**src/slc_pkg.sv**
```systemverilog
// Constants for the sliding-window link control block.
// Assumes a 25 MHz reference clock and a 32-bit Avalon-MM register bus.
`default_nettype none
package slc_pkg;
  localparam int unsigned CLK_PERIOD_NS = 40;
  localparam int unsigned ACK_TIME_US = 5000;
  localparam int unsigned RETX_TIME_US = 10000;
  localparam int unsigned CONN_TIME_US = 5000;
  localparam int unsigned ACK_CYC = ACK_TIME_US * 1000 / CLK_PERIOD_NS;
  localparam int unsigned RETX_CYC =
    (RETX_TIME_US * 1000 + CLK_PERIOD_NS - 1) / CLK_PERIOD_NS;
  localparam int unsigned CONN_CYC = CONN_TIME_US * 1000 / CLK_PERIOD_NS;
  localparam int unsigned TMR_W = 18;

  localparam logic [1:0] IF_TAG = 2'h2;
  localparam logic [2:0] SF_TAG = 3'h6;
  localparam logic [2:0] UF_TAG = 3'h7;
  localparam logic [1:0] S_RR = 2'h0;
  localparam logic [1:0] S_REJ = 2'h1;
  localparam logic [1:0] S_RNR = 2'h2;
  localparam logic [1:0] S_SREJ = 2'h3;
  localparam logic [4:0] U_LINK_RESET_FRAME = 5'h19;
  localparam logic [4:0] U_UA = 5'h06;
  localparam logic [2:0] DEF_WINDOW = 3'h4;
  localparam logic [2:0] MIN_WINDOW = 3'h2;
  localparam logic [2:0] SEQ_ZERO = 3'h0;

  localparam logic [3:0] REG_CTRL = 4'h0;
  localparam logic [3:0] REG_WIN = 4'h4;
  localparam logic [3:0] REG_STAT = 4'h8;
  localparam logic [3:0] REG_QUEUE = 4'hc;
  localparam int unsigned CTRL_START = 0;
  localparam int unsigned CTRL_SEND = 1;
  localparam int unsigned CTRL_BUSY = 2;
  localparam int unsigned CTRL_SREJ = 3;
  localparam logic CTRL_BUSY_RST = 1'b0;
  localparam logic CTRL_SREJ_RST = 1'b0;

  typedef enum {LK_DOWN, LK_WAIT, LK_UP} slc_link_type;
  typedef enum {TX_NONE, TX_LINK_RESET_FRAME, TX_UA, TX_SREJ, TX_REJ, TX_SRETX, TX_INFO,
    TX_ACK} slc_tx_type;
endpackage : slc_pkg
`default_nettype wire

```
**src/slc_link.sv**
```systemverilog
// Link control endpoint: frame coding, link reset, window and timers.
// Assumes a framer on ref_clk delivering and taking control bytes.
//
// Added by the designer: the Avalon-MM slave port and the address map.
`default_nettype none
module slc_link #(
  parameter int unsigned ACK_CYCLES = slc_pkg::ACK_CYC,
  parameter int unsigned RETX_CYCLES = slc_pkg::RETX_CYC,
  parameter int unsigned CONN_CYCLES = slc_pkg::CONN_CYC
) (
  input wire logic ref_clk,
  input wire logic rst_b,
  input wire logic [3:0] avs_address,
  input wire logic avs_read,
  input wire logic avs_write,
  input wire logic [31:0] avs_writedata,
  output logic [31:0] avs_readdata,
  output logic avs_waitrequest,
  input wire logic rx_valid,
  input wire logic [7:0] rx_ctrl,
  input wire logic [1:0] rx_len,
  input wire logic [7:0] rx_pay0,
  input wire logic [7:0] rx_pay1,
  output logic tx_valid,
  input wire logic tx_ready,
  output logic [7:0] tx_ctrl,
  output logic [1:0] tx_len,
  output logic [7:0] tx_pay0,
  output logic [7:0] tx_pay1,
  output logic link_up,
  output logic info_accept,
  output logic [2:0] info_seq
);
  localparam int unsigned W = slc_pkg::TMR_W;

  function automatic logic in_win(input logic [2:0] x, input logic [2:0] y,
    input logic [2:0] z);
    if (x <= z) begin
      in_win = (x <= y) && (y < z);
    end else begin
      in_win = (y >= x) || (y < z);
    end
  endfunction : in_win

  slc_pkg::slc_link_type state_r;
  slc_pkg::slc_tx_type sel;
  slc_pkg::slc_tx_type kind_r;
  logic wait_r;
  logic [31:0] rdata_r;
  logic busy_r;
  logic loc_srej_r;
  logic [2:0] cap_r;
  logic [2:0] win_r;
  logic srej_ok_r;
  logic peer_busy_r;
  logic [2:0] queue_r;
  logic [2:0] ns_r;
  logic [2:0] top_r;
  logic [2:0] nr_r;
  logic [2:0] dnr_r;
  logic rej_sent_r;
  logic srej_out_r;
  logic buf_valid_r;
  logic pend_link_reset_frame_r;
  logic pend_ua_r;
  logic pend_rej_r;
  logic pend_srej_r;
  logic pend_ack_r;
  logic pend_sretx_r;
  logic [2:0] sretx_num_r;
  logic tx_valid_r;
  logic [7:0] tx_ctrl_r;
  logic [1:0] tx_len_r;
  logic [7:0] tx_pay0_r;
  logic [7:0] tx_pay1_r;
  logic tx_new_r;
  logic info_acc_r;
  logic [2:0] info_seq_r;
  logic ack_run_r;
  logic [W-1:0] ack_cnt_r;
  logic [W-1:0] retx_cnt_r;
  logic [W-1:0] conn_cnt_r;
  logic conn_run_r;

  logic bus_req;
  logic wr_go;
  logic start_req;
  logic send_req;
  logic up;
  logic rx_i;
  logic rx_s;
  logic rx_link_reset_frame;
  logic rx_ua;
  logic [2:0] rx_ns;
  logic [2:0] rx_nr;
  logic [1:0] rx_typ;
  logic [7:0] offer;
  logic too_big;
  logic peer_srej;
  logic take_link_reset_frame;
  logic est;
  logic ack_ok;
  logic in_order;
  logic load;
  logic tx_acc;
  logic acc_info;
  logic acc_nr;
  logic [W-1:0] ack_lim;
  logic ack_fire;
  logic retx_fire;
  logic conn_fire;
  logic rewind;
  logic [2:0] outstanding;

  // Register bus: one wait cycle, answer on the second edge
  assign bus_req = avs_read | avs_write;
  assign wr_go = avs_write && !wait_r;
  assign start_req = wr_go && (avs_address == slc_pkg::REG_CTRL) &&
    avs_writedata[slc_pkg::CTRL_START];
  assign send_req = wr_go && (avs_address == slc_pkg::REG_CTRL) &&
    avs_writedata[slc_pkg::CTRL_SEND];

  always_ff @(posedge ref_clk or negedge rst_b) begin
    if (!rst_b) begin
      wait_r <= 1'b1;
    end else begin
      wait_r <= !(bus_req && wait_r);
    end
  end

  always_ff @(posedge ref_clk or negedge rst_b) begin
    if (!rst_b) begin
      rdata_r <= 32'h0;
    end else if (avs_read && wait_r) begin
      case (avs_address)
        slc_pkg::REG_CTRL: rdata_r <= {28'h0, loc_srej_r, busy_r, 2'h0};
        slc_pkg::REG_WIN: rdata_r <= {29'h0, cap_r};
        slc_pkg::REG_STAT: rdata_r <= {9'h0, top_r, 1'b0, dnr_r, 1'b0, nr_r,
          1'b0, ns_r, 1'b0, peer_busy_r, srej_ok_r, win_r,
          state_r == slc_pkg::LK_WAIT, up};
        slc_pkg::REG_QUEUE: rdata_r <= {29'h0, queue_r};
        default: rdata_r <= 32'h0;
      endcase
    end
  end

  always_ff @(posedge ref_clk or negedge rst_b) begin
    if (!rst_b) begin
      busy_r <= slc_pkg::CTRL_BUSY_RST;
      loc_srej_r <= slc_pkg::CTRL_SREJ_RST;
      cap_r <= slc_pkg::DEF_WINDOW;
    end else if (wr_go && avs_address == slc_pkg::REG_CTRL) begin
      busy_r <= avs_writedata[slc_pkg::CTRL_BUSY];
      loc_srej_r <= avs_writedata[slc_pkg::CTRL_SREJ];
    end else if (wr_go && avs_address == slc_pkg::REG_WIN) begin
      if (avs_writedata[2:0] >= slc_pkg::MIN_WINDOW &&
          avs_writedata[2:0] <= slc_pkg::DEF_WINDOW) begin
        cap_r <= avs_writedata[2:0];
      end
    end
  end

  // Received frame decode
  assign up = state_r == slc_pkg::LK_UP;
  assign rx_ns = rx_ctrl[5:3];
  assign rx_nr = rx_ctrl[2:0];
  assign rx_typ = rx_ctrl[4:3];
  assign rx_i = rx_valid && up && rx_ctrl[7:6] == slc_pkg::IF_TAG;
  assign rx_s = rx_valid && up && rx_ctrl[7:5] == slc_pkg::SF_TAG;
  assign rx_link_reset_frame = rx_valid && rx_ctrl[7:5] == slc_pkg::UF_TAG &&
    rx_ctrl[4:0] == slc_pkg::U_LINK_RESET_FRAME;
  assign rx_ua = rx_valid && state_r == slc_pkg::LK_WAIT &&
    rx_ctrl[7:5] == slc_pkg::UF_TAG && rx_ctrl[4:0] == slc_pkg::U_UA;
  assign offer = (rx_len != 2'h0) ? rx_pay0 : {5'h0, slc_pkg::DEF_WINDOW};
  assign too_big = offer > {5'h0, cap_r};
  assign peer_srej = (rx_len == 2'h2) && rx_pay1[0];
  assign take_link_reset_frame = rx_link_reset_frame && !too_big && offer >= 8'h2;
  assign est = take_link_reset_frame || (rx_ua && !rx_link_reset_frame);
  assign ack_ok = (rx_i || (rx_s && rx_typ != slc_pkg::S_SREJ)) &&
    in_win(dnr_r, rx_nr, 3'(top_r + 3'h1));
  assign in_order = rx_i && rx_ns == nr_r;
  assign outstanding = 3'(top_r - dnr_r);

  always_ff @(posedge ref_clk or negedge rst_b) begin
    if (!rst_b) begin
      state_r <= slc_pkg::LK_DOWN;
      win_r <= slc_pkg::DEF_WINDOW;
      srej_ok_r <= 1'b0;
    end else if (take_link_reset_frame) begin
      state_r <= slc_pkg::LK_UP;
      win_r <= offer[2:0];
      srej_ok_r <= peer_srej && loc_srej_r;
    end else if (rx_link_reset_frame || start_req) begin
      state_r <= slc_pkg::LK_WAIT;
    end else if (rx_ua) begin
      state_r <= slc_pkg::LK_UP;
      win_r <= cap_r;
      srej_ok_r <= 1'b0;
    end
  end

  // Transmit choice: link control first, then rejects, then data, then acknowledge
  always_comb begin
    sel = slc_pkg::TX_NONE;
    if (pend_link_reset_frame_r) begin
      sel = slc_pkg::TX_LINK_RESET_FRAME;
    end else if (pend_ua_r) begin
      sel = slc_pkg::TX_UA;
    end else if (!up || rx_link_reset_frame || start_req) begin
      sel = slc_pkg::TX_NONE;
    end else if (pend_srej_r) begin
      sel = slc_pkg::TX_SREJ;
    end else if (pend_rej_r) begin
      sel = slc_pkg::TX_REJ;
    end else if (pend_sretx_r && !peer_busy_r) begin
      sel = slc_pkg::TX_SRETX;
    end else if (!peer_busy_r && (ns_r != top_r ||
        (queue_r != 3'h0 && outstanding < win_r))) begin
      sel = slc_pkg::TX_INFO;
    end else if (pend_ack_r) begin
      sel = slc_pkg::TX_ACK;
    end
  end

  assign load = !tx_valid_r && sel != slc_pkg::TX_NONE;
  assign tx_acc = tx_valid_r && tx_ready;
  assign acc_info = tx_acc && (kind_r == slc_pkg::TX_INFO ||
    kind_r == slc_pkg::TX_SRETX);
  assign acc_nr = tx_acc && kind_r != slc_pkg::TX_LINK_RESET_FRAME &&
    kind_r != slc_pkg::TX_UA;

  always_ff @(posedge ref_clk or negedge rst_b) begin
    if (!rst_b) begin
      tx_valid_r <= 1'b0;
      tx_ctrl_r <= 8'h0;
      tx_len_r <= 2'h0;
      tx_pay0_r <= 8'h0;
      tx_pay1_r <= 8'h0;
      tx_new_r <= 1'b0;
      kind_r <= slc_pkg::TX_NONE;
    end else if (load) begin
      tx_valid_r <= 1'b1;
      kind_r <= sel;
      tx_len_r <= 2'h0;
      tx_pay0_r <= 8'h0;
      tx_pay1_r <= 8'h0;
      tx_new_r <= ns_r == top_r;
      case (sel)
        slc_pkg::TX_LINK_RESET_FRAME: begin
          tx_ctrl_r <= {slc_pkg::UF_TAG, slc_pkg::U_LINK_RESET_FRAME};
          tx_len_r <= 2'h2;
          tx_pay0_r <= {5'h0, cap_r};
          tx_pay1_r <= {7'h0, loc_srej_r};
        end
        slc_pkg::TX_UA: tx_ctrl_r <= {slc_pkg::UF_TAG, slc_pkg::U_UA};
        slc_pkg::TX_SREJ:
          tx_ctrl_r <= {slc_pkg::SF_TAG, slc_pkg::S_SREJ, nr_r};
        slc_pkg::TX_REJ:
          tx_ctrl_r <= {slc_pkg::SF_TAG, slc_pkg::S_REJ, nr_r};
        slc_pkg::TX_SRETX: begin
          tx_ctrl_r <= {slc_pkg::IF_TAG, sretx_num_r, nr_r};
          tx_new_r <= 1'b0;
        end
        slc_pkg::TX_INFO:
          tx_ctrl_r <= {slc_pkg::IF_TAG, ns_r, nr_r};
        slc_pkg::TX_ACK: tx_ctrl_r <= {slc_pkg::SF_TAG,
          busy_r ? slc_pkg::S_RNR : slc_pkg::S_RR, nr_r};
        default: tx_valid_r <= 1'b0;
      endcase
    end else if (tx_acc) begin
      tx_valid_r <= 1'b0;
    end
  end

  // Pending frame requests; a new cause beats the clear on load
  always_ff @(posedge ref_clk or negedge rst_b) begin
    if (!rst_b) begin
      pend_link_reset_frame_r <= 1'b0;
      pend_ua_r <= 1'b0;
      pend_rej_r <= 1'b0;
      pend_srej_r <= 1'b0;
      pend_ack_r <= 1'b0;
      pend_sretx_r <= 1'b0;
      sretx_num_r <= slc_pkg::SEQ_ZERO;
    end else begin
      if (load) begin
        case (sel)
          slc_pkg::TX_LINK_RESET_FRAME: pend_link_reset_frame_r <= 1'b0;
          slc_pkg::TX_UA: pend_ua_r <= 1'b0;
          slc_pkg::TX_SREJ: pend_srej_r <= 1'b0;
          slc_pkg::TX_REJ: pend_rej_r <= 1'b0;
          slc_pkg::TX_SRETX: pend_sretx_r <= 1'b0;
          default: pend_ack_r <= 1'b0;
        endcase
      end
      if (rx_link_reset_frame || start_req) begin
        pend_ua_r <= 1'b0;
        pend_rej_r <= 1'b0;
        pend_srej_r <= 1'b0;
        pend_ack_r <= 1'b0;
        pend_sretx_r <= 1'b0;
      end
      if (start_req || (rx_link_reset_frame && !take_link_reset_frame) || conn_fire) begin
        pend_link_reset_frame_r <= 1'b1;
      end
      if (take_link_reset_frame) begin
        pend_ua_r <= 1'b1;
        pend_link_reset_frame_r <= 1'b0;
      end
      if (rx_ua) begin
        pend_link_reset_frame_r <= 1'b0;
      end
      if (ack_fire) begin
        pend_ack_r <= 1'b1;
      end
      if (rx_i && !in_order) begin
        if (srej_ok_r && rx_ns == 3'(nr_r + 3'h1) && !srej_out_r &&
            !buf_valid_r) begin
          pend_srej_r <= 1'b1;
        end else if (!rej_sent_r) begin
          pend_rej_r <= 1'b1;
        end
      end
      if (rx_s && rx_typ == slc_pkg::S_SREJ && srej_ok_r) begin
        pend_sretx_r <= 1'b1;
        sretx_num_r <= rx_nr;
      end
    end
  end

  // Sequence variables and receive bookkeeping
  always_ff @(posedge ref_clk or negedge rst_b) begin
    if (!rst_b) begin
      ns_r <= slc_pkg::SEQ_ZERO;
      top_r <= slc_pkg::SEQ_ZERO;
      nr_r <= slc_pkg::SEQ_ZERO;
      dnr_r <= slc_pkg::SEQ_ZERO;
      rej_sent_r <= 1'b0;
      srej_out_r <= 1'b0;
      buf_valid_r <= 1'b0;
      peer_busy_r <= 1'b0;
    end else if (est) begin
      ns_r <= slc_pkg::SEQ_ZERO;
      top_r <= slc_pkg::SEQ_ZERO;
      nr_r <= slc_pkg::SEQ_ZERO;
      dnr_r <= slc_pkg::SEQ_ZERO;
      rej_sent_r <= 1'b0;
      srej_out_r <= 1'b0;
      buf_valid_r <= 1'b0;
      peer_busy_r <= 1'b0;
    end else begin
      if (acc_info && kind_r == slc_pkg::TX_INFO) begin
        ns_r <= 3'(tx_ctrl_r[5:3] + 3'h1);
        if (tx_new_r) begin
          top_r <= 3'(tx_ctrl_r[5:3] + 3'h1);
        end
      end
      if (ack_ok) begin
        dnr_r <= rx_nr;
      end
      if (rx_s) begin
        peer_busy_r <= rx_typ == slc_pkg::S_RNR;
      end
      if (ack_ok && rx_s && rx_typ == slc_pkg::S_REJ) begin
        ns_r <= rx_nr;
      end else if (retx_fire) begin
        ns_r <= dnr_r;
      end
      if (in_order) begin
        rej_sent_r <= 1'b0;
        if (buf_valid_r && srej_out_r) begin
          nr_r <= 3'(nr_r + 3'h2);
          buf_valid_r <= 1'b0;
          srej_out_r <= 1'b0;
        end else begin
          nr_r <= 3'(nr_r + 3'h1);
        end
      end else if (rx_i) begin
        if (srej_ok_r && rx_ns == 3'(nr_r + 3'h1) && !srej_out_r &&
            !buf_valid_r) begin
          srej_out_r <= 1'b1;
          buf_valid_r <= 1'b1;
        end else begin
          rej_sent_r <= 1'b1;
        end
      end
    end
  end

  // Queue of information frames requested by software
  always_ff @(posedge ref_clk or negedge rst_b) begin
    if (!rst_b) begin
      queue_r <= 3'h0;
    end else if (start_req || rx_link_reset_frame) begin
      queue_r <= 3'h0;
    end else begin
      case ({send_req && queue_r != 3'h7, acc_info && tx_new_r &&
          kind_r == slc_pkg::TX_INFO})
        2'b10: queue_r <= 3'(queue_r + 3'h1);
        2'b01: queue_r <= 3'(queue_r - 3'h1);
        default: queue_r <= queue_r;
      endcase
    end
  end

  // Acknowledge, retransmit and connection timers
  assign ack_lim = W'((ACK_CYCLES / 4) * win_r);
  assign ack_fire = ack_run_r && ack_cnt_r >= ack_lim;
  assign retx_fire = up && dnr_r != top_r && retx_cnt_r >= W'(RETX_CYCLES);
  assign conn_fire = conn_run_r && conn_cnt_r >= W'(CONN_CYCLES);
  assign rewind = acc_info || ack_ok || retx_fire;

  always_ff @(posedge ref_clk or negedge rst_b) begin
    if (!rst_b) begin
      ack_run_r <= 1'b0;
      ack_cnt_r <= '0;
    end else if (est || acc_nr || ack_fire) begin
      ack_run_r <= 1'b0;
      ack_cnt_r <= '0;
    end else if (in_order) begin
      ack_run_r <= 1'b1;
    end else if (ack_run_r) begin
      ack_cnt_r <= W'(ack_cnt_r + 1'b1);
    end
  end

  always_ff @(posedge ref_clk or negedge rst_b) begin
    if (!rst_b) begin
      retx_cnt_r <= '0;
    end else if (rewind || est || dnr_r == top_r) begin
      retx_cnt_r <= '0;
    end else begin
      retx_cnt_r <= W'(retx_cnt_r + 1'b1);
    end
  end

  always_ff @(posedge ref_clk or negedge rst_b) begin
    if (!rst_b) begin
      conn_run_r <= 1'b0;
      conn_cnt_r <= '0;
    end else if (tx_acc && kind_r == slc_pkg::TX_LINK_RESET_FRAME) begin
      conn_run_r <= 1'b1;
      conn_cnt_r <= '0;
    end else if (rx_link_reset_frame || rx_ua || conn_fire || up) begin
      conn_run_r <= 1'b0;
      conn_cnt_r <= '0;
    end else if (conn_run_r) begin
      conn_cnt_r <= W'(conn_cnt_r + 1'b1);
    end
  end

  // Delivery strobe for an in-sequence information frame
  always_ff @(posedge ref_clk or negedge rst_b) begin
    if (!rst_b) begin
      info_acc_r <= 1'b0;
      info_seq_r <= slc_pkg::SEQ_ZERO;
    end else begin
      info_acc_r <= in_order && !start_req;
      info_seq_r <= rx_ns;
    end
  end

  assign avs_waitrequest = wait_r;
  assign avs_readdata = rdata_r;
  assign tx_valid = tx_valid_r;
  assign tx_ctrl = tx_ctrl_r;
  assign tx_len = tx_len_r;
  assign tx_pay0 = tx_pay0_r;
  assign tx_pay1 = tx_pay1_r;
  assign info_accept = info_acc_r;
  assign info_seq = info_seq_r;

  always_ff @(posedge ref_clk or negedge rst_b) begin
    if (!rst_b) begin
      link_up <= 1'b0;
    end else begin
      link_up <= est || (up && !rx_link_reset_frame && !start_req);
    end
  end
endmodule : slc_link
`default_nettype wire

```
**config.mk**
```make
export PLATFORM = sky130hd
export DESIGN_NAME = slc_link
export DESIGN_NICKNAME = d
export VERILOG_FILES = /design/src/slc_pkg.sv /design/src/slc_link.sv
export SDC_FILE = /design/constraint.sdc
export NUM_CORES = 1
export LEC_CHECK = 0
export BUFFER_PORTS_ARGS = -buffer_cell sky130_fd_sc_hd__clkbuf_2
export CAP_MARGIN = 20
export CORE_MARGIN = 5
export CORE_UTILIZATION = 52
export DETAILED_ROUTE_END_ITERATION = 10
export PLACE_DENSITY = 0.77
export SYNTH_ARGS = -nofsm -noshare
export SYNTH_HDL_FRONTEND = slang
export SYNTH_SLANG_ARGS = --single-unit
```
**constraint.sdc**
```tcl
create_clock -name ref_clk -period 3.4 [get_ports ref_clk]
set_clock_uncertainty 0.2 [all_clocks]
set_input_delay 1.02 -clock ref_clk [delete_from_list [all_inputs] [get_ports ref_clk]]
set_output_delay 1.02 -clock ref_clk [all_outputs]
set_load 0.005 [all_outputs]
```
=== Word-level counts from Yosys, hierarchy flattened ===
Cells that the tools add are included.

* Word-level logic and storage cells: 323
* Output and inout bits: 65
* Flip-flop bits (word level): 222

* Multiply operators: 1
* Bitwise logic cells: 2
* Multiplexer cells: 93
* $lt $le $gt $ge: 12
* Equality and inequality tests: 41
* Add/subtract/negate cells: 10
* Reduce and logical (&&, ||, !) cells: 126

{| class="wikitable"
|+ Operators by type and width
! cell !! number
|-
| == test 32 x 3 -> 1 bit, second input constant || 5
|-
| == test 32 x 2 -> 1 bit, second input constant || 4
|-
| 2-to-1 mux 18 bit || 7
|-
| 2-to-1 mux 32 bit || 3
|-
| case mux 23 bit (4 select lines) || 1
|-
| 2-to-1 mux 3 bit || 25
|-
| == test 32 x 4 -> 1 bit, second input constant || 2
|-
| case mux 8 bit (7 select lines) || 1
|-
| adder 18 x 1 -> 18 bit, second input constant || 3
|-
| logical AND 1 bit || 54
|-
| 2-to-1 mux 1 bit || 52
|-
| nonzero test 3 bit || 11
|-
| == test 32 x 1 -> 1 bit, second input constant || 1
|-
| inequality test 32 x 2 -> 1 bit, second input constant || 1
|-
| inequality test 32 x 3 -> 1 bit, second input constant || 1
|-
| nonzero test 32 bit || 1
|-
| nonzero test 2 bit || 11
|-
| logical OR 1 bit || 20
|-
| greater-or-equal comparator 18 x 17 -> 1 bit, second input constant || 1
|-
| greater-or-equal comparator 18 bit || 1
|-
| greater-or-equal comparator 18 bit, second input constant || 1
|-
| AND reduction 2 bit || 9
|-
| multiplier 14 x 3 -> 17 bit, first input constant || 1
|-
| adder 3 x 1 -> 3 bit, second input constant || 4
|-
| 36 further kinds || 65
|}

=== Logic depth before layout (Yosys ltp) ===
* Depth in word-level cells: 19
* Gate-level depth with buffers: 15
* Gate-level depth less buffers: 14

=== Least setup slack after synthesis ===
OpenSTA, ideal clock, no wires.

* Kind: register to register
* Start: register win_r[2]
* End: register pend_ack_r
* Stages on the path, launching flop included: 14
* Arrival time: 3286 ps
* Slack: -206 ps
* Data required time: 3080 ps
* Buffers on the path: 1
* Period minus slack after synthesis: 3606 ps
* Library setup time: 120 ps
* Path through: dfstp_2 > fa_1 > ha_1 > a21o_1 > a21oi_1 > o21bai_1 > a21oi_1 > ha_1 > a211o_1 > a21oi_1 > o211ai_1 > o221a_2 > clkbuf_1 > a31o_2

* Cells in the longest elaborated chain, start to end: 15
* Elaborated cells on any way between the ends: 26
* Classes of those cells: 1 x mul; 2 x order compare; 6 x eq/ne; 8 x mux; 9 x reduce/logical

{| class="wikitable"
|+ RTL lines
! element !! RTL line !! RTL
|-
| from (decl) || slc_link.sv:53 || <nowiki>logic [2:0] win_r;</nowiki>
|-
| from (signal assigned) || slc_link.sv:187 || <nowiki>win_r <= slc_pkg::DEF_WINDOW;</nowiki>
|-
| from (signal assigned) || slc_link.sv:191 || <nowiki>win_r <= offer[2:0];</nowiki>
|-
| from (signal assigned) || slc_link.sv:197 || <nowiki>win_r <= cap_r;</nowiki>
|-
| branches (longest 15 deep; another with greater-or-equal comparator 18 bit) || -- ||
|-
| to (signal assigned) || slc_link.sv:282 || <nowiki>pend_ack_r <= 1'b0;</nowiki>
|-
| to (signal assigned) || slc_link.sv:293 || <nowiki>default: pend_ack_r <= 1'b0;</nowiki>
|-
| to (signal assigned) || slc_link.sv:300 || <nowiki>pend_ack_r <= 1'b0;</nowiki>
|-
| to (decl) || slc_link.sv:68 || <nowiki>logic pend_ack_r;</nowiki>
|}

Parallel ways; which one is timed is not known.
A chain may end at the register's enable or synchronous reset.

=== Worst setup path after layout ===
* Start: register win_r[0]
* End: register ack_cnt_r[7]

* Cells in the longest elaborated chain, start to end: 6
* Elaborated cells on any way between the ends: 8
* Classes of those cells: 1 x mul; 1 x order compare; 1 x eq/ne; 1 x mux; 4 x reduce/logical

{| class="wikitable"
|+ RTL lines
! element !! RTL line !! RTL
|-
| multiplier 14 x 3 -> 17 bit * || slc_link.sv:407 || <nowiki>assign ack_lim = W'((ACK_CYCLES / 4) * win_r);</nowiki>
|-
| greater-or-equal comparator 18 bit * || slc_link.sv:408 || <nowiki>assign ack_fire = ack_run_r && ack_cnt_r >= ack_lim;</nowiki>
|-
| logical AND 1 bit * || slc_link.sv:408 ||
|-
| logical OR 1 bit * || slc_link.sv:417 || <nowiki>end else if (est || acc_nr || ack_fire) begin</nowiki>
|-
| inequality test 2 x 1 -> 1 bit (no line) or nonzero test 2 bit (tied branches) || -- ||
|-
| AND reduction 2 bit (no line) || -- ||
|-
| to (signal assigned) || slc_link.sv:423 || <nowiki>ack_cnt_r <= W'(ack_cnt_r + 1'b1);</nowiki>
|-
| to (decl) || slc_link.sv:80 || <nowiki>logic [W-1:0] ack_cnt_r;</nowiki>
|}

Mark *: on every way between the ends. The rest lies on a longest branch, timed or not.

==> flow_metrics.env <==
export IMPL_status="complete, but fails checks"
export IMPL_violations="setup timing"
export IMPL_layout_nets=1052
export IMPL_cts_buffers=17
export IMPL_grt_pass1_vias=6249
export IMPL_dp_hpwl_microns=13800
export IMPL_grt_use_total_pct=21.6
export IMPL_maxCapViolations=0
export IMPL_cts_root_buffer="clkbuf_16"
export IMPL_cts_tree="done"
export IMPL_grt_use_met1_pct=27.9
export IMPL_rr_endpoint="ack_cnt_r[7]"
export IMPL_final_period_utilization_pct=103
export IMPL_drc=0
export IMPL_worstSetupPathType="register to register"
export IMPL_synth_area_sq_mm=0.00799
export IMPL_fp_row_count=45
export IMPL_hold_viol=0
export IMPL_grt_overflow=0
export IMPL_totalWireLength_microns=19500
export IMPL_io_buffers=71
export IMPL_power_mw=4.90
export IMPL_finalSetupViolCount=16
export IMPL_yosys_warnings=0
export IMPL_yosys_register_bits=137
export IMPL_antenna_found_initial=0
export IMPL_rsz0062_at_grt="true"
export IMPL_holdPathEnd="tx_ctrl[7]"
export IMPL_final_cell_count_no_fill=1134
export IMPL_hold_start="tx_ctrl[7]"
export IMPL_drive_gt1_share_pct=24.3
export IMPL_clkSinkCount=137
export IMPL_seq_area_frac_synth_pct=43.0
export IMPL_hold_class="register to register"
export IMPL_timing_hold_ws_ns=0.282
export IMPL_r2r_cells=13
export IMPL_mostFrequentLayoutCell="dfrtp_1"
export IMPL_clkTransAtPathRegs_ns=0.06
export IMPL_ctsHoldBuffers=0
export IMPL_syn_inst=809
export IMPL_fin_crit_ns=3.49
export IMPL_ir_drop_v=0.000396
export IMPL_drt_wirelength_per_cell_microns=17.2
export IMPL_vias=6366
export IMPL_drtPass1Iterations=5
export IMPL_fmax_mhz=286
export IMPL_area_delta_synth_final_pct=21.2
export IMPL_tightestPinTransition_ns=0.660
export IMPL_grt_first_pass_wirelength_microns=30900
export IMPL_ant_nets=0
export IMPL_htree_levels=4
export IMPL_required_ns=3.54
export IMPL_r2r_start="win_r[0]"
export IMPL_gp_congestion=0.972
export IMPL_startpoint="win_r[0]"
export IMPL_cp_start_kind="register"
export IMPL_start_util_pct=52.7
export IMPL_drtIter0Drc=490
export IMPL_max_slew_margin_rel_pct=56.0
export IMPL_viasPerCell=5.61
export IMPL_drv_slew=0
export IMPL_finalSetupTns_ns=-0.980
export IMPL_synth_edf_count=0
export IMPL_crit_path_end_kind="register"
export IMPL_dieArea_sq_mm=0.0179
export IMPL_cts_buffer_depth=2
export IMPL_io_pins=133
export IMPL_groute_layer_met2_usage_pct=35.5
export IMPL_p_leak_nw=4.66
export IMPL_fp_dieH_microns=134
export IMPL_timing_final_ws_setup_ns=-0.0921
export IMPL_synth_cell_type_count=79
export IMPL_critPathMaxFanout=10
export IMPL_die_w_microns=134
export IMPL_clock_latency_ns=0.43
export IMPL_diodes=0
export IMPL_grt_max_degree=58
export IMPL_grt_busiest_layer="met2"
export IMPL_r2r_slack_ns=-0.09
export IMPL_p_per_area_mw_per_mm2=506
export IMPL_most_common_layout_cells="133 x dfrtp_1, 92 x nor2_1, 70 x clkbuf_2"
export IMPL_core_area_sq_mm=0.0151
export IMPL_hold_depth=1
export IMPL_arrival_ns=3.63
export IMPL_place_inst=1098
export IMPL_ys_flop_type="dfrtp_1"
export IMPL_syn_avg_cell_area_sq_um=9.88
export IMPL_async_flop_share_pct=100
export IMPL_gr_usage_met3_pct=5.40
==> cell families after synthesis <==
logic type	synth area share (%)
adders and majority gates	8.60
other	0.0469
DFF	43.0
muxes	2.98
xor gates and xnor gates	7.67
and+or+nand+nor	18.3
AOI/OAI and AO/OA	13.5
buffers and inverters	5.95
==> routing by layer <==
layer | vias up | part of all wire [%]
met1 | 3086 | 43
met2 | 192 | 49
met3 | 41 | 5.8
li1 | 3047 | -
met5 | - | 0
met4 | 0 | 2.5
==> critical path: stages (launching register included) <==
cell and delay, ns:
dfrtp_1 0.43, fa_1 0.55, inv_1 0.08, fa_2 0.39
inv_1 0.06, a21o_1 0.14, a21oi_2 0.06, xor2_1 0.14
ha_1 0.19, a211o_1 0.30, a21oi_2 0.10, o211ai_1 0.17
o221a_4 0.34, nor3_1 0.23
==> power breakdown <==
group | internal, mW | total [mW] | switching (mW)
logic | 0.432 | 0.920 | 0.488
registers | 1.82 | 2.05 | 0.226
clock network | 1.25 | 1.93 | 0.685
total | 3.50 | 4.90 | 1.40
==> cell type report <==
class / instances / area [sq um]
well taps: 188 / 235
fillers: 1193 / 5460
flip-flops and latches: 137 / 3430
clock buffers: 25 / 505
inverters: 39 / 146
repair buffers: 129 / 821
multi-input cells: 609 / 4430
clock inverters: 7 / 113
==> worst max-delay path by stage <==
stage,endpoint,cells after the start
floorplan,pend_ack_r,13
global placement,pend_ack_r,12
detailed placement,ack_cnt_r[6],13
CTS,pend_ack_r,13
global route,ack_cnt_r[1],12
finish,ack_cnt_r[7],13
==> state kept, by name, summed over array words and instances, names as in the netlist, 8 cells and up <==
name,count
tx_ctrl,8
retx_cnt_r,18
avs_readdata,19
conn_cnt_r,18
ack_cnt_r,18
==> stage by stage <==
stage / setup slack (ns) / util (%) / cell area [sq um]
2_1_floorplan: -0.0288 / - / 8150
3_3_place_gp: -0.130 / 58.3 / 8830
3_5_place_dp: -0.226 / 58.3 / 8830
4_1_cts: -0.0772 / 62.7 / 9500
5_1_grt: -0.225 / 63.9 / 9680
6_report: -0.0921 / 63.9 / 9680
==> what timing repair did <==
action                                  4_1_cts  5_1_grt
endpoints found under the setup margin       32       41
endpoints found under the hold margin         0        0
pin swaps                                     4       15
resized for setup                             8       33
buffers inserted                              1        2
cloned                                        0        2
==> Yosys cell counts, drive strengths merged, types with 24 or more instances <==
master  count  share of area (%)
a21oi      31                2.0
buf        35                3.4
dfrtp     134                 42
ha         46                7.2
inv        39                1.8
nand2      57                2.7
nand3      24                1.5
nor2       94                4.4
nor3       36                2.3
o21ai      26                1.6
xnor2      35                3.8
xor2       35                3.8
Power figures use the tool's default switching activity.
